--- src/gbic_pkg.sv ---
package gbic_pkg;

    // ------------------------------------------------------------
    // Host port geometry
    // ------------------------------------------------------------
    localparam int ADDR_W     = 22;
    localparam int DATA_W     = 16;
    localparam int BLOCK_LSB  = 7;
    localparam int OFS_W      = 7;

    // ------------------------------------------------------------
    // Register byte offsets inside the block
    // ------------------------------------------------------------
    localparam logic [6:0] OFS_RELOC      = 7'h00;
    localparam logic [6:0] OFS_CTRL       = 7'h02;
    localparam logic [6:0] OFS_REFRESH    = 7'h04;
    localparam logic [6:0] OFS_GEOM       = 7'h06;
    localparam logic [6:0] OFS_PRI_SCREEN = 7'h08;
    localparam logic [6:0] OFS_PRI_DRAW   = 7'h0A;
    localparam logic [6:0] OFS_PRI_HOST   = 7'h0C;

    // ------------------------------------------------------------
    // Field positions
    // ------------------------------------------------------------
    localparam int RELOC_SPACE_BIT = 0;
    localparam int CTRL_GUARD1_BIT = 0;
    localparam int CTRL_GUARD2_BIT = 1;
    localparam int CTRL_DRAW_IRQ   = 2;
    localparam int CTRL_SCREEN_IRQ = 3;
    localparam int CTRL_WIDTH_BIT  = 4;
    localparam int CTRL_WAIT_BIT   = 5;
    localparam int CTRL_VIDEO_BIT  = 6;
    localparam int GEOM_DEPTH_LSB  = 0;
    localparam int GEOM_CFG_LSB    = 3;
    localparam int GEOM_ROWS_LSB   = 5;
    localparam int PRI_RETAIN_LSB  = 0;
    localparam int PRI_ACQ_LSB     = 3;

    // ------------------------------------------------------------
    // Reset values
    // ------------------------------------------------------------
    localparam logic [15:0] RST_RELOC   = 16'h0000;
    localparam logic [15:0] RST_CTRL    = 16'h0000;
    localparam logic [15:0] RST_REFRESH = 16'h003F;
    localparam logic [15:0] RST_GEOM    = 16'h0000;
    localparam logic [15:0] RST_PRI     = 16'h0000;

    // ------------------------------------------------------------
    // Refresh timing and encodings
    // ------------------------------------------------------------
    localparam logic [5:0]  REFRESH_OFF   = 6'h3F;
    localparam logic [10:0] REFRESH_UNIT  = 11'h010;
    localparam logic [1:0]  ROWS_ONE      = 2'h0;
    localparam logic [1:0]  CFG_FPM_ILV   = 2'h3;
    localparam logic [2:0]  DEPTH_256K    = 3'h5;

    // ------------------------------------------------------------
    // Types
    // ------------------------------------------------------------
    typedef struct packed {
        logic              rd;
        logic              wr;
        logic              mem_space;
        logic [ADDR_W-1:0] addr;
        logic [DATA_W-1:0] wdata;
    } gbic_host_req_t;

    typedef struct packed {
        logic       refresh;
        logic       screen;
        logic       host;
        logic       drawing;
    } gbic_req_t;

    typedef struct packed {
        logic       video_cycle;
        logic       wait_count;
        logic       word_width;
        logic [1:0] rows;
        logic [1:0] mem_cfg;
        logic [2:0] depth;
    } gbic_cfg_t;

    typedef enum logic [4:0] {
        OWN_IDLE    = 5'b00001,
        OWN_REFRESH = 5'b00010,
        OWN_SCREEN  = 5'b00100,
        OWN_HOST    = 5'b01000,
        OWN_DRAW    = 5'b10000
    } gbic_owner_t;

endpackage

--- src/gbic_refresh_timer.sv ---
`timescale 1ns/1ps
module gbic_refresh_timer (
    input  wire logic       core_clk_i,
    input  wire logic       rst_i,
    input  wire logic [5:0] scalar_i,
    output logic            due_o
);
    logic [10:0] cnt_q;
    logic [10:0] cnt_d;
    logic [10:0] limit;
    logic        due_d;

    // ------------------------------------------------------------
    // Period counter
    // ------------------------------------------------------------
    // Period is (scalar + 1) * 16 clocks; all ones stops refresh
    always_comb begin
        limit = 11'((12'(scalar_i) + 12'h001) * 12'(gbic_pkg::REFRESH_UNIT))
                - 11'h001;
        cnt_d = cnt_q + 11'h001;
        due_d = 1'b0;
        if (scalar_i == gbic_pkg::REFRESH_OFF) begin
            cnt_d = 11'h000;
        end else if (cnt_q >= limit) begin
            cnt_d = 11'h000;
            due_d = 1'b1;
        end
    end

    always_ff @(posedge core_clk_i) begin
        if (rst_i) begin
            cnt_q <= 11'h000;
            due_o <= 1'b0;
        end else begin
            cnt_q <= cnt_d;
            due_o <= due_d;
        end
    end

    a_refresh_stopped: assert property (@(posedge core_clk_i)
        disable iff (rst_i)
        $past(scalar_i) == gbic_pkg::REFRESH_OFF |-> !due_o)
        else $error("refresh request while scalar is all ones");
endmodule

--- src/gbic_config.sv ---
`timescale 1ns/1ps
module gbic_config (
    input  wire logic                    core_clk_i,
    input  wire logic                    rst_i,
    input  wire gbic_pkg::gbic_host_req_t host_req_i,
    output logic                         host_ack_o,
    output logic [15:0]                  host_rdata_o,
    input  wire logic                    draw_irq_i,
    input  wire logic                    screen_irq_i,
    input  wire gbic_pkg::gbic_req_t     bus_req_i,
    input  wire logic                    cycle_done_i,
    output gbic_pkg::gbic_req_t          bus_grant_o,
    output logic                         refresh_pending_o,
    output gbic_pkg::gbic_cfg_t          cfg_o,
    output logic                         rows_one_o,
    output logic                         fpm_interleaved_o,
    output logic                         depth_256k_o
);
    // ------------------------------------------------------------
    // Register state
    // ------------------------------------------------------------
    logic [15:0] reloc_q, reloc_d;
    logic [15:0] ctrl_q, ctrl_d;
    logic [15:0] refresh_q, refresh_d;
    logic [15:0] geom_q, geom_d;
    logic [15:0] pri_scr_q, pri_scr_d;
    logic [15:0] pri_drw_q, pri_drw_d;
    logic [15:0] pri_hst_q, pri_hst_d;
    logic        busy_q, busy_d;
    logic        wait_q, wait_d;
    logic        ack_d;
    logic [15:0] rdata_d;
    logic        hit;
    logic        word_mode;
    logic [6:0]  ofs;
    logic [15:0] rd_word;
    logic [15:0] wr_word;

    assign word_mode = ctrl_q[gbic_pkg::CTRL_WIDTH_BIT];

    // ------------------------------------------------------------
    // Address decode
    // ------------------------------------------------------------
    // Uses the stored relocation and width, so a write to them only
    // steers later accesses, never the one in flight.
    always_comb begin
        hit = (host_req_i.rd || host_req_i.wr) && !busy_q
              && host_req_i.addr[gbic_pkg::ADDR_W-1:gbic_pkg::BLOCK_LSB]
                 == reloc_q[15:1]
              && host_req_i.mem_space
                 == reloc_q[gbic_pkg::RELOC_SPACE_BIT];
        ofs = {host_req_i.addr[6:1], 1'b0};
    end

    // Word view of the addressed register; flags come live from engines
    always_comb begin
        case (ofs)
            gbic_pkg::OFS_RELOC:      rd_word = reloc_q;
            gbic_pkg::OFS_CTRL: begin
                rd_word = ctrl_q;
                rd_word[gbic_pkg::CTRL_DRAW_IRQ]   = draw_irq_i;
                rd_word[gbic_pkg::CTRL_SCREEN_IRQ] = screen_irq_i;
            end
            gbic_pkg::OFS_REFRESH:    rd_word = refresh_q;
            gbic_pkg::OFS_GEOM:       rd_word = geom_q;
            gbic_pkg::OFS_PRI_SCREEN: rd_word = pri_scr_q;
            gbic_pkg::OFS_PRI_DRAW:   rd_word = pri_drw_q;
            gbic_pkg::OFS_PRI_HOST:   rd_word = pri_hst_q;
            default:                  rd_word = 16'h0000;
        endcase
    end

    // ------------------------------------------------------------
    // Register writes and access timing
    // ------------------------------------------------------------
    always_comb begin
        reloc_d   = reloc_q;
        ctrl_d    = ctrl_q;
        refresh_d = refresh_q;
        geom_d    = geom_q;
        pri_scr_d = pri_scr_q;
        pri_drw_d = pri_drw_q;
        pri_hst_d = pri_hst_q;
        busy_d    = busy_q;
        wait_d    = wait_q;
        ack_d     = 1'b0;
        rdata_d   = host_rdata_o;
        wr_word   = rd_word;
        // Byte mode: one lane on data[7:0], address bit 0 picks the byte
        if (word_mode) begin
            wr_word = host_req_i.wdata;
        end else if (host_req_i.addr[0]) begin
            wr_word[15:8] = host_req_i.wdata[7:0];
        end else begin
            wr_word[7:0] = host_req_i.wdata[7:0];
        end
        if (hit && host_req_i.wr) begin
            case (ofs)
                gbic_pkg::OFS_RELOC:      reloc_d   = wr_word;
                gbic_pkg::OFS_CTRL:       ctrl_d    = wr_word;
                gbic_pkg::OFS_REFRESH:    refresh_d = {10'h000, wr_word[5:0]};
                gbic_pkg::OFS_GEOM:       geom_d    = {9'h000, wr_word[6:0]};
                gbic_pkg::OFS_PRI_SCREEN: pri_scr_d = {10'h000, wr_word[5:0]};
                gbic_pkg::OFS_PRI_DRAW:   pri_drw_d = {10'h000, wr_word[5:0]};
                gbic_pkg::OFS_PRI_HOST:   pri_hst_d = {10'h000, wr_word[5:0]};
                default:                  reloc_d   = reloc_q;
            endcase
        end
        // Flag bits are not storage
        ctrl_d[gbic_pkg::CTRL_DRAW_IRQ]   = 1'b0;
        ctrl_d[gbic_pkg::CTRL_SCREEN_IRQ] = 1'b0;
        if (hit) begin
            rdata_d = 16'h0000;
            if (host_req_i.rd) begin
                if (word_mode) begin
                    rdata_d = rd_word;
                end else begin
                    rdata_d = {8'h00, host_req_i.addr[0] ? rd_word[15:8]
                                                        : rd_word[7:0]};
                end
            end
            // One wait state added when the wait count bit is set
            if (ctrl_q[gbic_pkg::CTRL_WAIT_BIT]) begin
                busy_d = 1'b1;
                wait_d = 1'b1;
            end else begin
                ack_d = 1'b1;
            end
        end else if (busy_q) begin
            busy_d = 1'b0;
            wait_d = 1'b0;
            ack_d  = 1'b1;
        end
    end

    always_ff @(posedge core_clk_i) begin
        if (rst_i) begin
            reloc_q      <= gbic_pkg::RST_RELOC;
            ctrl_q       <= gbic_pkg::RST_CTRL;
            refresh_q    <= gbic_pkg::RST_REFRESH;
            geom_q       <= gbic_pkg::RST_GEOM;
            pri_scr_q    <= gbic_pkg::RST_PRI;
            pri_drw_q    <= gbic_pkg::RST_PRI;
            pri_hst_q    <= gbic_pkg::RST_PRI;
            busy_q       <= 1'b0;
            wait_q       <= 1'b0;
            host_ack_o   <= 1'b0;
            host_rdata_o <= 16'h0000;
        end else begin
            reloc_q      <= reloc_d;
            ctrl_q       <= ctrl_d;
            refresh_q    <= refresh_d;
            geom_q       <= geom_d;
            pri_scr_q    <= pri_scr_d;
            pri_drw_q    <= pri_drw_d;
            pri_hst_q    <= pri_hst_d;
            busy_q       <= busy_d;
            wait_q       <= wait_d;
            host_ack_o   <= ack_d;
            host_rdata_o <= rdata_d;
        end
    end

    // ------------------------------------------------------------
    // Configuration outputs
    // ------------------------------------------------------------
    always_comb begin
        cfg_o.video_cycle = ctrl_q[gbic_pkg::CTRL_VIDEO_BIT];
        cfg_o.wait_count  = ctrl_q[gbic_pkg::CTRL_WAIT_BIT];
        cfg_o.word_width  = word_mode;
        cfg_o.rows        = geom_q[gbic_pkg::GEOM_ROWS_LSB +: 2];
        cfg_o.mem_cfg     = geom_q[gbic_pkg::GEOM_CFG_LSB +: 2];
        cfg_o.depth       = geom_q[gbic_pkg::GEOM_DEPTH_LSB +: 3];
        rows_one_o        = cfg_o.rows == gbic_pkg::ROWS_ONE;
        fpm_interleaved_o = cfg_o.mem_cfg == gbic_pkg::CFG_FPM_ILV;
        depth_256k_o      = cfg_o.depth == gbic_pkg::DEPTH_256K;
    end

    // ------------------------------------------------------------
    // Refresh request
    // ------------------------------------------------------------
    logic refresh_due;
    logic ref_pend_q, ref_pend_d;
    gbic_pkg::gbic_owner_t owner_q, owner_d;

    gbic_refresh_timer u_refresh (
        .core_clk_i (core_clk_i),
        .rst_i      (rst_i),
        .scalar_i   (refresh_q[5:0]),
        .due_o      (refresh_due)
    );

    // A new due tick in the serving cycle keeps the request alive
    always_comb begin
        ref_pend_d = (ref_pend_q && !(owner_q == gbic_pkg::OWN_REFRESH
                     && cycle_done_i)) || refresh_due || bus_req_i.refresh;
    end

    // ------------------------------------------------------------
    // Bus arbitration
    // ------------------------------------------------------------
    // Priority fields: acquire in [5:3], retain in [2:0]
    function automatic logic [2:0] acq_of(input gbic_pkg::gbic_owner_t o,
                                          input logic [15:0] s,
                                          input logic [15:0] d,
                                          input logic [15:0] h);
        case (o)
            gbic_pkg::OWN_SCREEN: acq_of = s[gbic_pkg::PRI_ACQ_LSB +: 3];
            gbic_pkg::OWN_HOST:   acq_of = h[gbic_pkg::PRI_ACQ_LSB +: 3];
            gbic_pkg::OWN_DRAW:   acq_of = d[gbic_pkg::PRI_ACQ_LSB +: 3];
            default:              acq_of = 3'h0;
        endcase
    endfunction

    logic [2:0] retain;
    logic [2:0] best_acq;
    logic       owner_req;
    gbic_pkg::gbic_owner_t best;

    // Best waiting requester other than the owner; ties go screen first
    always_comb begin
        best     = gbic_pkg::OWN_IDLE;
        best_acq = 3'h0;
        if (bus_req_i.drawing && owner_q != gbic_pkg::OWN_DRAW) begin
            best     = gbic_pkg::OWN_DRAW;
            best_acq = pri_drw_q[gbic_pkg::PRI_ACQ_LSB +: 3];
        end
        if (bus_req_i.host && owner_q != gbic_pkg::OWN_HOST
            && (best == gbic_pkg::OWN_IDLE
                || pri_hst_q[gbic_pkg::PRI_ACQ_LSB +: 3] >= best_acq)) begin
            best     = gbic_pkg::OWN_HOST;
            best_acq = pri_hst_q[gbic_pkg::PRI_ACQ_LSB +: 3];
        end
        if (bus_req_i.screen && owner_q != gbic_pkg::OWN_SCREEN
            && (best == gbic_pkg::OWN_IDLE
                || pri_scr_q[gbic_pkg::PRI_ACQ_LSB +: 3] >= best_acq)) begin
            best     = gbic_pkg::OWN_SCREEN;
            best_acq = pri_scr_q[gbic_pkg::PRI_ACQ_LSB +: 3];
        end
        case (owner_q)
            gbic_pkg::OWN_SCREEN: begin
                retain    = pri_scr_q[gbic_pkg::PRI_RETAIN_LSB +: 3];
                owner_req = bus_req_i.screen;
            end
            gbic_pkg::OWN_HOST: begin
                retain    = pri_hst_q[gbic_pkg::PRI_RETAIN_LSB +: 3];
                owner_req = bus_req_i.host;
            end
            gbic_pkg::OWN_DRAW: begin
                retain    = pri_drw_q[gbic_pkg::PRI_RETAIN_LSB +: 3];
                owner_req = bus_req_i.drawing;
            end
            default: begin
                retain    = 3'h7;
                owner_req = 1'b0;
            end
        endcase
    end

    // Live register values steer every decision, so reprogramming acts
    // on the next choice with no reset
    always_comb begin
        owner_d = owner_q;
        case (owner_q)
            gbic_pkg::OWN_IDLE: begin
                if (ref_pend_q) begin
                    owner_d = gbic_pkg::OWN_REFRESH;
                end else begin
                    owner_d = best;
                end
            end
            gbic_pkg::OWN_REFRESH: begin
                if (cycle_done_i) begin
                    owner_d = best;
                end
            end
            gbic_pkg::OWN_SCREEN, gbic_pkg::OWN_HOST, gbic_pkg::OWN_DRAW:
            begin
                if (cycle_done_i) begin
                    if (ref_pend_q) begin
                        owner_d = gbic_pkg::OWN_REFRESH;
                    end else if (!owner_req) begin
                        owner_d = best;
                    end else if (best != gbic_pkg::OWN_IDLE
                                 && best_acq > retain) begin
                        owner_d = best;
                    end
                end
            end
            default: owner_d = gbic_pkg::OWN_IDLE;
        endcase
    end

    always_ff @(posedge core_clk_i) begin
        if (rst_i) begin
            owner_q    <= gbic_pkg::OWN_IDLE;
            ref_pend_q <= 1'b0;
        end else begin
            owner_q    <= owner_d;
            ref_pend_q <= ref_pend_d;
        end
    end

    always_comb begin
        bus_grant_o.refresh = owner_q == gbic_pkg::OWN_REFRESH;
        bus_grant_o.screen  = owner_q == gbic_pkg::OWN_SCREEN;
        bus_grant_o.host    = owner_q == gbic_pkg::OWN_HOST;
        bus_grant_o.drawing = owner_q == gbic_pkg::OWN_DRAW;
        refresh_pending_o   = ref_pend_q;
    end

    // ------------------------------------------------------------
    // Checks
    // ------------------------------------------------------------
    a_refresh_takes_bus: assert property (@(posedge core_clk_i)
        disable iff (rst_i)
        ref_pend_q && owner_q != gbic_pkg::OWN_REFRESH
        && (cycle_done_i || owner_q == gbic_pkg::OWN_IDLE)
        |=> owner_q == gbic_pkg::OWN_REFRESH)
        else $error("pending refresh did not take the bus");

    a_handover_cycle_end: assert property (@(posedge core_clk_i)
        disable iff (rst_i)
        owner_q != gbic_pkg::OWN_IDLE && !cycle_done_i
        |=> $stable(owner_q))
        else $error("bus owner changed in mid cycle");

    a_owner_keeps_bus: assert property (@(posedge core_clk_i)
        disable iff (rst_i)
        owner_q == gbic_pkg::OWN_HOST && bus_req_i.host && !ref_pend_q
        && cycle_done_i
        && pri_hst_q[2:0] >= pri_scr_q[5:3]
        && pri_hst_q[2:0] >= pri_drw_q[5:3]
        |=> owner_q == gbic_pkg::OWN_HOST)
        else $error("host lost bus despite higher retain level");

    a_ack_no_wait: assert property (@(posedge core_clk_i)
        disable iff (rst_i)
        hit && !ctrl_q[gbic_pkg::CTRL_WAIT_BIT] |=> host_ack_o)
        else $error("access without wait state not acked next cycle");

    a_ack_one_wait: assert property (@(posedge core_clk_i)
        disable iff (rst_i)
        hit && ctrl_q[gbic_pkg::CTRL_WAIT_BIT]
        |=> wait_q && !host_ack_o ##1 host_ack_o)
        else $error("wait state access not acked after one wait");

    a_space_mismatch: assert property (@(posedge core_clk_i)
        disable iff (rst_i)
        !busy_q && host_req_i.mem_space != reloc_q[0] |=> !host_ack_o)
        else $error("block answered in the wrong address space");

    a_byte_read_lane: assert property (@(posedge core_clk_i)
        disable iff (rst_i)
        hit && host_req_i.rd && !word_mode
        |=> host_ack_o && host_rdata_o[15:8] == 8'h00)
        else $error("byte mode read drove the upper lane");

    a_width_next_access: assert property (@(posedge core_clk_i)
        disable iff (rst_i)
        hit && host_req_i.wr && ofs == gbic_pkg::OFS_CTRL
        && !host_req_i.addr[0]
        |=> word_mode == $past(host_req_i.wdata[gbic_pkg::CTRL_WIDTH_BIT]))
        else $error("width switch not stored for next access");
endmodule

--- config.mk ---
export PLATFORM = sky130hd
export DESIGN_NAME = gbic_config
export DESIGN_NICKNAME = d
export VERILOG_FILES = /design/src/gbic_pkg.sv /design/src/gbic_refresh_timer.sv /design/src/gbic_config.sv
export SDC_FILE = /design/constraint.sdc
export NUM_CORES = 1
export LEC_CHECK = 0
export BUFFER_PORTS_ARGS = -buffer_cell sky130_fd_sc_hd__buf_2
export CORE_ASPECT_RATIO = 0.7
export CORE_MARGIN = 4
export CORE_UTILIZATION = 60
export CTS_CLUSTER_DIAMETER = 80
export DETAILED_ROUTE_END_ITERATION = 12
export GPL_TIMING_DRIVEN = 1
export HOLD_SLACK_MARGIN = 0.1
export PLACE_DENSITY = 0.87
export SETUP_SLACK_MARGIN = 0.02
export SLEW_MARGIN = 20
export SYNTH_ARGS = -nofsm -noshare
export SYNTH_HDL_FRONTEND = slang
export SYNTH_SLANG_ARGS = --single-unit
--- constraint.sdc ---
create_clock -name core_clk_i -period 10.4 [get_ports core_clk_i]
set_input_delay 0.52 -clock core_clk_i [delete_from_list [all_inputs] [get_ports core_clk_i]]
set_output_delay 0.52 -clock core_clk_i [all_outputs]
set_load 0.005 [all_outputs]
==> impl_metrics.tcl, run 1 <==
set metrics [dict create \
    synth_seq_cells 97 \
    antenna_cells 0 \
    gp_congestion 1.01 \
    die-area_um2 10700 \
    status "completed" \
    r2r_start "owner_q[0]$_SDFFE_PP1P_" \
    cp-end-kind "flop" \
    fin_crit_sh_pct 57.3 \
    cp.arrival_ps 6240 \
    clk_root_buffer_cell "clkbuf_16" \
    hp-start "bus_req_i[3]" \
    cts_hold_buffers 0 \
    grt_max_degree 74 \
    final_util_pct 71.6 \
    io_buffers 84 \
    syn_avg_cell_area_um2 8.40 \
    critical_path_class "reg -> reg" \
    cts_made_buffers 9 \
    hp-class "in -> reg" \
    wl_per_cell_um 20.2 \
    met1_length_um 6980 \
    drt_wl_total_um 16700 \
    crit_start "owner_q[0]$_SDFFE_PP1P_" \
    start_util_pct 63.0 \
    clockBufferDepth 2 \
    rsz0062_at_grt "no" \
    htree_num_levels 3 \
    synth_cell_type_count 71 \
    peakVddDrop_uv 90.2 \
    max_freq_mhz 168 \
    ys_warn_count 0 \
    fin_crit_ps 5960 \
    routed-wl-met2_um 7170 \
    die_h_um 87.8 \
    clkSinkCount 97 \
    finalClockSkew_ps 6.50 \
    antenna_found_initial 0 \
    rows 28 \
    critPathMaxFanout 11 \
    layout-drive-gt1-share_pct 19.0 \
    tns_ps 0 \
    ys.flop_type "dfxtp_1" \
    power_density_nw_per_um2 136 \
    synth_edf_count 0 \
    slew_headroom_pct 29.6 \
    core_um2 8650 \
    clock_latency_ps 350 \
    track_usage_pct 31.4 \
    grt_pass1_vias 5049 \
    drv_slew 0 \
    tritoncts "built" \
    ys_seq_area_share_pct 35.6 \
    syn_inst 649 \
    finish.net_count 770 \
    critPathRequiredTime_ps 10680 \
    viasPerCell 6.76 \
    via_count 5590 \
    overflow 0 \
    die_x_um 122 \
    grt_first_pass_wirelength_um 26200 \
    post-cts-setup-buffers 0 \
    synthArstFlopShare_pct 0 \
    dp_hpwl_um 12000 \
    dr.pass1.iters 5 \
    drtIter0Drc 914 \
    finalHoldViolCount 0 \
    drc 0 \
    final-setup-viol-count 0 \
    mostFrequentLayoutCells "dfxtp_1, buf_2, nand3_1" \
    clkTransAtPathRegs_ps 70 \
    cp-start-kind "flop" \
    maxCapViolCount 0 \
    antenna_left 0 \
    final_common_cell "dfxtp_1" \
    pin_count 85 \
    synth_nets 717 \
    cts_resized 0 \
    met3WireLength_um 2260 \
    netlist_area_um2 5450 \
    area_delta_synth_final_pct 13.7 \
    leakagePower_uw 0.00242 \
    tightestPinTransition_ps 1030 \
    hold_slack_ps 395 \
    top_layer_used "met4" \
]
-- report_power, final --
group / switching, uW / leakage [uW] / total [uW] / internal [uW]
clock network: 147 / 0.000170 / 382 / 235
registers: 6.22 / 0.000782 / 380 / 374
logic: 52.9 / 0.00147 / 83.1 / 30.3
total: 206 / 0.00242 / 846 / 639
-- sequential cells by signal, summed over array words and instances (netlist names), 5 cells and up --
signal / flops
ctrl_q: 14
geom_q: 7
host_rdata_o: 16
owner_q: 5
pri_drw_q: 6
pri_hst_q: 6
pri_scr_q: 6
refresh_q: 6
reloc_q: 16
u_refresh.cnt_q: 11
-- path summary, 6_finish.rpt --
check / endpoint / slack (ps) / depth (start not counted)
hold / removal: refresh_pending_o$_SDFF_PP0_ / 390 / 3
setup / recovery: owner_q[2]$_SDFFE_PP0P_ / 4440 / 23
hold reg to reg: host_rdata_o[13]$_SDFFE_PP0P_ / 450 / 2
setup reg to reg: owner_q[2]$_SDFFE_PP0P_ / 4440 / 23
-- cell usage after synthesis (4+ instances only) --
cell type  instances  area [um^2]
a31oi_1            5         31.3
and3_1            13         81.3
o221ai_1           7         61.3
a31o_2             8         70.1
o2bb2ai_1          8         70.1
nand2_1           32          120
buf_2              8         40.0
nand4_1           28          175
nor2_1            46          173
nand3_1           51          255
a22oi_1            8         60.1
nand3b_1           6         45.0
nand2b_1          15         93.8
a211oi_1           4         30.0
o31ai_1           39          293
nor2b_1            6         37.5
o21ai_0           19         95.1
a22o_1            10         87.6
xnor2_1           19          166
clkbuf_1          32          120
buf_4              6         45.0
mux2i_1            4         40.0
a21oi_1           30          150
ha_1              18          225
inv_1             11         41.3
a31o_1             6         52.6
and2_1             6         37.5
nor3_1            21          105
dfxtp_1           97         1940
o21ai_1           11         55.1
xor2_1            12          105
a2111oi_0          4         35.0
o21ai_2            5         43.8
-- cell type report --
class,instances,area (um^2)
Tap cell,120,150
Multi-Input combinational cell,491,3250
Fill cell,710,2450
Sequential cell,97,1940
Inverter,13,48.8
Clock buffer,9,225
Clock inverter,7,118
Timing Repair Buffer,90,465
-- cell families (layout without fill, tap and decap cells) --
| group | Yosys count | count (layout) | share of synthesized area [%] |
|---|---|---|---|
| xor+xnor | 31 | 31 | 4.98 |
| fa+ha+maj | 18 | 18 | 4.13 |
| simple gates | 247 | 247 | 24.5 |
| flops | 97 | 97 | 35.6 |
| mux | 6 | 6 | 1.15 |
| buf+inv | 61 | 119 | 4.79 |
| compound gates | 189 | 189 | 24.9 |
-- metrics by stage --
stage	cell area (um^2)	power (uW)	std cells	setup WS (ps)
2_1_floorplan	5450	440	649	4930
3_3_place_gp	5860	465	811	4660
3_5_place_dp	5860	467	811	4490
4_1_cts	6200	844	827	4460
5_1_grt	6200	870	827	4080
6_report	6200	846	827	4440
-- critical path, stage by stage, from the launching register on --
cell and delay [ps]:
dfxtp_1 410, or4b_4 600, nor2_2 240, nor2b_1 160, and2_1 200, ha_1 260
nand2b_1 150, a21o_1 180, a21oi_1 220, a21oi_2 140, mux2_2 330, ha_1 270
nand2b_1 140, a21o_1 180, a221o_1 310, and3_1 260, o31a_1 320, ha_1 290
nor2b_1 120, o21ai_0 80, a32oi_1 210, a211oi_2 150, or4b_1 520, a21oi_1 150
-- per-layer routing --
layer  vias up  track usage [%]
li1       2558                -
met1      2626             44.0
met2       374             47.5
met3        32             9.23
met4         0             8.55
met5         -                0
No activity file was read; power rests on OpenSTA's default activity.
==> run 2, diff against run 1 <==
--- a/config.mk
+++ b/config.mk
@@ -8,12 +8,12 @@
 export BUFFER_PORTS_ARGS = -buffer_cell sky130_fd_sc_hd__buf_2
 export CORE_ASPECT_RATIO = 0.7
 export CORE_MARGIN = 4
-export CORE_UTILIZATION = 60
+export CORE_UTILIZATION = 57
 export CTS_CLUSTER_DIAMETER = 80
 export DETAILED_ROUTE_END_ITERATION = 12
 export GPL_TIMING_DRIVEN = 1
 export HOLD_SLACK_MARGIN = 0.1
-export PLACE_DENSITY = 0.87
+export PLACE_DENSITY = 0.83
 export SETUP_SLACK_MARGIN = 0.02
 export SLEW_MARGIN = 20
 export SYNTH_ARGS = -nofsm -noshare
==> constraint.sdc (replaced) <==
create_clock -name core_clk_i -period 6.15 [get_ports core_clk_i]
set_input_delay 0.3075 -clock core_clk_i [delete_from_list [all_inputs] [get_ports core_clk_i]]
set_output_delay 0.3075 -clock core_clk_i [all_outputs]
set_load 0.005 [all_outputs]
==> run 2 against run 1 <==
Effect of this change:
- design area decreased by 0.44%
- count of clock-buffer cells in the layout increased by 2
- via count decreased by 1.0%
- sequential share of layout area increased by 0.18 points
- total power increased by 56%
- register-to-register slack got worse by 4000 ps
==> impl_metrics.tcl, run 2 (synthesized netlist as in run 1, its figures left out) <==
set metrics [dict create \
    finalHoldViolCount 0 \
    whs_path_depth 3 \
    final_common_cell "dfxtp_1" \
    htree_num_levels 3 \
    fin_crit_ps 5700 \
    hp-class "in -> reg" \
    antenna_cells 0 \
    fin_cells 832 \
    drc 0 \
    final-setup-viol-count 0 \
    dp_hpwl_um 12000 \
    viasPerCell 6.65 \
    hold_slack_ps 177 \
    status "completed" \
    placed_cells 816 \
    hold_end "refresh_pending_o$_SDFF_PP0_" \
    slew_headroom_pct 38.3 \
    reg_top3 "host_rdata_o: 16 flops, reloc_q: 16 flops, ctrl_q: 14 flops" \
    leakagePower_uw 0.00238 \
    die-area_um2 11200 \
    grt_pass1_vias 4995 \
    tritoncts "built" \
    hp-start "bus_req_i[3]" \
    core_um2 9180 \
    gp_congestion 0.907 \
    clockBufferDepth 2 \
    antenna_left 0 \
    peakVddDrop_uv 134 \
    power_density_nw_per_um2 214 \
    tightestPinTransition_ps 902 \
    io_buffers 84 \
    maxCapViolCount 0 \
    mostFrequentLayoutCells "dfxtp_1, buf_2, nand3_1" \
    pin_count 85 \
    critical_path_class "reg -> reg" \
    ff2ff_path_depth 23 \
    antenna_found_initial 0 \
    area_delta_synth_final_pct 13.2 \
    max_freq_mhz 175 \
    layout-drive-gt1-share_pct 19.4 \
    cts_made_buffers 9 \
    overflow 0 \
    die_x_um 125 \
    start_util_pct 59.4 \
    critPathMaxFanout 11 \
    drtIter0Drc 797 \
    die_h_um 89.8 \
    finish.net_count 771 \
    rows 29 \
    critPathRequiredTime_ps 6420 \
    clkTransAtPathRegs_ps 70 \
    grt_first_pass_wirelength_um 26200 \
    cp-start-kind "flop" \
    dr.pass1.iters 8 \
    post-cts-setup-buffers 0 \
    fin_crit_sh_pct 92.7 \
    cp.arrival_ps 5980 \
    wl_per_cell_um 19.9 \
    finalClockSkew_ps 4.82 \
    cp-end-kind "flop" \
    grt_max_degree 74 \
    clk_root_buffer_cell "clkbuf_16" \
    via_count 5533 \
    clock_latency_ps 350 \
    drt_wl_total_um 16600 \
    track_usage_pct 28.6 \
    rrSetupSlack_ps 450 \
    clkSinkCount 97 \
    drv_slew 0 \
    tns_ps 0 \
    rsz0062_at_grt "no" \
    r2r-end "owner_q[2]$_SDFFE_PP0P_" \
    r2r_start "owner_q[0]$_SDFFE_PP1P_" \
]
[run 2: worst max path at each step]
stage,from,end,slack [ps],depth (start not counted)
after floorplan,owner_q[2]$_SDFFE_PP0P_,owner_q[2]$_SDFFE_PP0P_,680,24
final,owner_q[0]$_SDFFE_PP1P_,owner_q[2]$_SDFFE_PP0P_,450,23
after global placement,owner_q[0]$_SDFFE_PP1P_,owner_q[2]$_SDFFE_PP0P_,580,23
after detailed placement,owner_q[0]$_SDFFE_PP1P_,owner_q[2]$_SDFFE_PP0P_,410,23
after global routing,owner_q[2]$_SDFFE_PP0P_,owner_q[2]$_SDFFE_PP0P_,10,23
after CTS,owner_q[0]$_SDFFE_PP1P_,owner_q[2]$_SDFFE_PP0P_,380,23
[run 2: worst max-delay path, cell delays in order, from the launching register on]
cell and delay, ps:
dfxtp_2 370, or4b_4 570, nor2_2 130, nor2b_1 140, and2_1 200, ha_1 260, nand2b_1 140, a21o_1 200
a21oi_4 170, a21oi_4 100, mux2_2 320, ha_1 270, nand2b_1 140, a21o_1 180, a221o_1 300, and3_1 250
o31a_1 320, ha_1 290, nor2b_1 120, o21ai_0 80, a32oi_1 240, a211oi_2 160, or4b_1 520, a21oi_1 140
[run 2: repair_timing]
item                       in CTS  in global routing
gates resized for setup         0                  5
setup endpoints to repair       0                  1
hold buffers                    0                  0
[run 2: stage by stage]
stage	utilization [%]	area (um^2)	total power [uW]	worst slack, ps
floorplan	-	5450	744	679
global placement	63.9	5870	789	583
detailed placement	63.9	5870	790	405
CTS	67.0	6150	1320	383
global route	67.2	6170	1370	9.53
finish	67.2	6170	1320	447
[run 2: area by class of cell]
cell class | instances | area, um^2
Clock inverter | 5 | 38.8
Fill cell | 778 | 3010
Inverter | 13 | 48.8
Timing Repair Buffer | 91 | 473
Tap cell | 124 | 155
Sequential cell | 97 | 1940
Multi-Input combinational cell | 491 | 3270
Clock buffer | 11 | 243
[run 2: routing by layer]
layer / wire length, um / up-vias / GRT usage [%]
li1: - / 2567 / -
met4: 309 / 0 / 7.13
met5: 0 / - / 0
met2: 7200 / 344 / 41.6
met3: 1950 / 37 / 7.52
met1: 7100 / 2585 / 42.2
[run 2: report_power, final]
part | switching (uW) | internal (uW) | total [uW]
Sequential | 10.4 | 632 | 643
Combinational | 88.8 | 51.5 | 140
Clock | 251 | 287 | 538
Total | 350 | 971 | 1320
==> run 3, diff against run 2 <==
--- a/config.mk
+++ b/config.mk
@@ -5,17 +5,19 @@
 export SDC_FILE = /design/constraint.sdc
 export NUM_CORES = 1
 export LEC_CHECK = 0
+export ABC_AREA = 1
 export BUFFER_PORTS_ARGS = -buffer_cell sky130_fd_sc_hd__buf_2
 export CORE_ASPECT_RATIO = 0.7
 export CORE_MARGIN = 4
-export CORE_UTILIZATION = 57
+export CORE_UTILIZATION = 59
 export CTS_CLUSTER_DIAMETER = 80
 export DETAILED_ROUTE_END_ITERATION = 12
 export GPL_TIMING_DRIVEN = 1
 export HOLD_SLACK_MARGIN = 0.1
-export PLACE_DENSITY = 0.83
+export PLACE_DENSITY = 0.84
 export SETUP_SLACK_MARGIN = 0.02
 export SLEW_MARGIN = 20
 export SYNTH_ARGS = -nofsm -noshare
 export SYNTH_HDL_FRONTEND = slang
+export SYNTH_HIERARCHICAL = 1
 export SYNTH_SLANG_ARGS = --single-unit
==> run 3 against run 2 <==
Effect of this change:
- routed wire length is 6.2% higher
- die area increased by 11%
- clock skew grew 3.5 ps
- synthesized area rose by 15%
- design area increased by 13%
- flip-flop and latch count unchanged
- critical path depth is 2 higher
- count of clock-buffer cells in the layout is 1 lower
- combinational power increased by 33%
- largest power group unchanged
==> impl_metrics.tcl, run 3 <==
set metrics [dict create \
    status "completed" \
    die_h_um 94.4 \
    cp.arrival_ps 4890 \
    cp-end-kind "flop" \
    whs_path_depth 3 \
    ys_seq_area_share_pct 30.8 \
    cp_top_family "compound AO/OA/AOI/OAI gates" \
    grt_pass1_vias 5831 \
    hold_end "refresh_pending_o$_SDFF_PP0_" \
    tns_ps 0 \
    start_util_pct 60.6 \
    final-setup-viol-count 0 \
    r2r_start "owner_q[0]$_SDFFE_PP1P_" \
    slew_headroom_pct 48.0 \
    max_freq_mhz 215 \
    synth_cell_type_count 37 \
    final_common_cell "nand2_1" \
    r2r-end "owner_q[0]$_SDFFE_PP1P_" \
    fin_cells 1260 \
    hold_slack_ps 240 \
    peakVddDrop_uv 159 \
    drtIter0Drc 794 \
    tightestPinTransition_ps 779 \
    maxCapViolCount 0 \
    clkTransAtPathRegs_ps 70 \
    rows 31 \
    ff2ff_path_depth 25 \
    wl_per_cell_um 14.0 \
    viasPerCell 5.30 \
    hp-class "in -> reg" \
    synth_seq_cells 97 \
    pin_count 85 \
    tritoncts "built" \
    drc 0 \
    rsz0062_at_grt "no" \
    path_buf_inv 2 \
    synth_top_area_share_pct 30.8 \
    fin_crit_ps 4640 \
    area_delta_synth_final_pct 11.2 \
    critPathRequiredTime_ps 6400 \
    htree_num_levels 3 \
    grt_first_pass_wirelength_um 28500 \
    critical_path_class "reg -> reg" \
    via_count 6681 \
    yosysTopAreaCell "dfxtp_1" \
    die_x_um 131 \
    crit_slowest_cell "o21ai_0" \
    clockBufferDepth 2 \
    antenna_cells 0 \
    fillers 996 \
    placed_cells 1244 \
    hp-start "bus_req_i[3]" \
    fin_crit_sh_pct 75.5 \
    clk_root_buffer_cell "clkbuf_16" \
    synthArstFlopShare_pct 0 \
    overflow 0 \
    drt_wl_total_um 17600 \
    leakagePower_uw 0.00382 \
    finalClockSkew_ps 8.35 \
    clkSinkCount 97 \
    antenna_found_initial 0 \
    grt_max_degree 67 \
    netlist_area_um2 6290 \
    critPathMaxFanout 6 \
    finalHoldViolCount 0 \
    rrSetupSlack_ps 1510 \
    cts_made_buffers 9 \
    die-area_um2 12400 \
    clock_latency_ps 340 \
    slowest_delay_ps 440 \
    synth_most_common_cell "nand2_1" \
    synth_edf_count 0 \
    dp_hpwl_um 13000 \
    p_total_uw 1390 \
    io_buffers 84 \
    track_usage_pct 28.1 \
    power_density_nw_per_um2 199 \
    mostFrequentLayoutCells "nand2_1, nor2_1, inv_1" \
    syn_avg_cell_area_um2 5.94 \
    syn_inst 1060 \
    cts_resized 0 \
    cts_hold_buffers 0 \
    antenna_left 0 \
    synthTopCellsByArea "dfxtp_1, nand2_1, nor2_1" \
    reg_top3 "host_rdata_o: 16 flops, reloc_q: 16 flops, ctrl_q: 14 flops" \
    cpMostUsedCell "nand2_1" \
    ys.flop_type "dfxtp_1" \
    dr.pass1.iters 6 \
    synth_nets 1129 \
    fin_ws_ps 1510 \
    place_ws_ps 1570 \
    post-cts-setup-buffers 0 \
    synthTopCellsByCount "nand2_1, nor2_1, inv_1" \
    layout-drive-gt1-share_pct 11.1 \
    drv_slew 0 \
    gp_congestion 0.921 \
    cp-start-kind "flop" \
    core_um2 10400 \
    ys_warn_count 6 \
    finish.net_count 1192 \
]
## run 3: metal layers
layer	part of all wire, %	track usage [%]	wire, um
met3	13	8.25	2240
met2	41	41.6	7150
met5	0	0	0
met1	45	40.1	7840
met4	2.0	7.34	359
## run 3: power by group
| part | internal (uW) | leakage, uW | switching (uW) |
|---|---|---|---|
| clock | 317 | 0.000143 | 245 |
| sequential | 638 | 0.000782 | 6.62 |
| combinational | 63.6 | 0.00290 | 122 |
| total | 1020 | 0.00382 | 374 |
## run 3: cell families after synthesis
family	count (synthesis)	share of synthesized area [%]
and+or+nand+nor	679	45.1
buffers and inverters	182	12.0
DFF	97	30.8
AOI/OAI and AO/OA	69	6.34
adders and majority gates	19	3.78
xor gates and xnor gates	14	1.95
## run 3: worst min-delay path, delay by kind of cell
| kind | cells | cell delay, ps |
|---|---|---|
| compound gates | 2 | 160 |
| buf+inv | 1 | 70 |
## run 3: how the worst max path moves through the flow
| stage | start | to | cells past startpoint |
|---|---|---|---|
| 2_1_floorplan | owner_q[0]$_SDFFE_PP1P_ | owner_q[3]$_SDFFE_PP0P_ | 26 |
| 3_3_place_gp | owner_q[1]$_SDFFE_PP0P_ | owner_q[3]$_SDFFE_PP0P_ | 26 |
| 3_5_place_dp | owner_q[0]$_SDFFE_PP1P_ | owner_q[0]$_SDFFE_PP1P_ | 25 |
| 4_1_cts | owner_q[0]$_SDFFE_PP1P_ | owner_q[0]$_SDFFE_PP1P_ | 25 |
| 5_1_grt | owner_q[0]$_SDFFE_PP1P_ | owner_q[3]$_SDFFE_PP0P_ | 27 |
| 6_report | owner_q[0]$_SDFFE_PP1P_ | owner_q[0]$_SDFFE_PP1P_ | 25 |
## run 3: layout make-up
class / count / area (um^2) / area share [%]
well taps: 132 / 165 / 2.36
multi-input cells: 781 / 3600 / 51.4
clock inverters: 6 / 68.8 / 0.984
repair buffers: 87 / 443 / 6.33
inverters: 147 / 552 / 7.89
clock buffers: 10 / 229 / 3.27
flip-flops and latches: 97 / 1940 / 27.8
## run 3: metrics by stage
step | util [%] | cell area (um^2)
2_1_floorplan | - | 6290
3_3_place_gp | 64.4 | 6700
3_5_place_dp | 64.4 | 6700
4_1_cts | 67.3 | 7000
5_1_grt | 67.3 | 7000
6_report | 67.3 | 7000
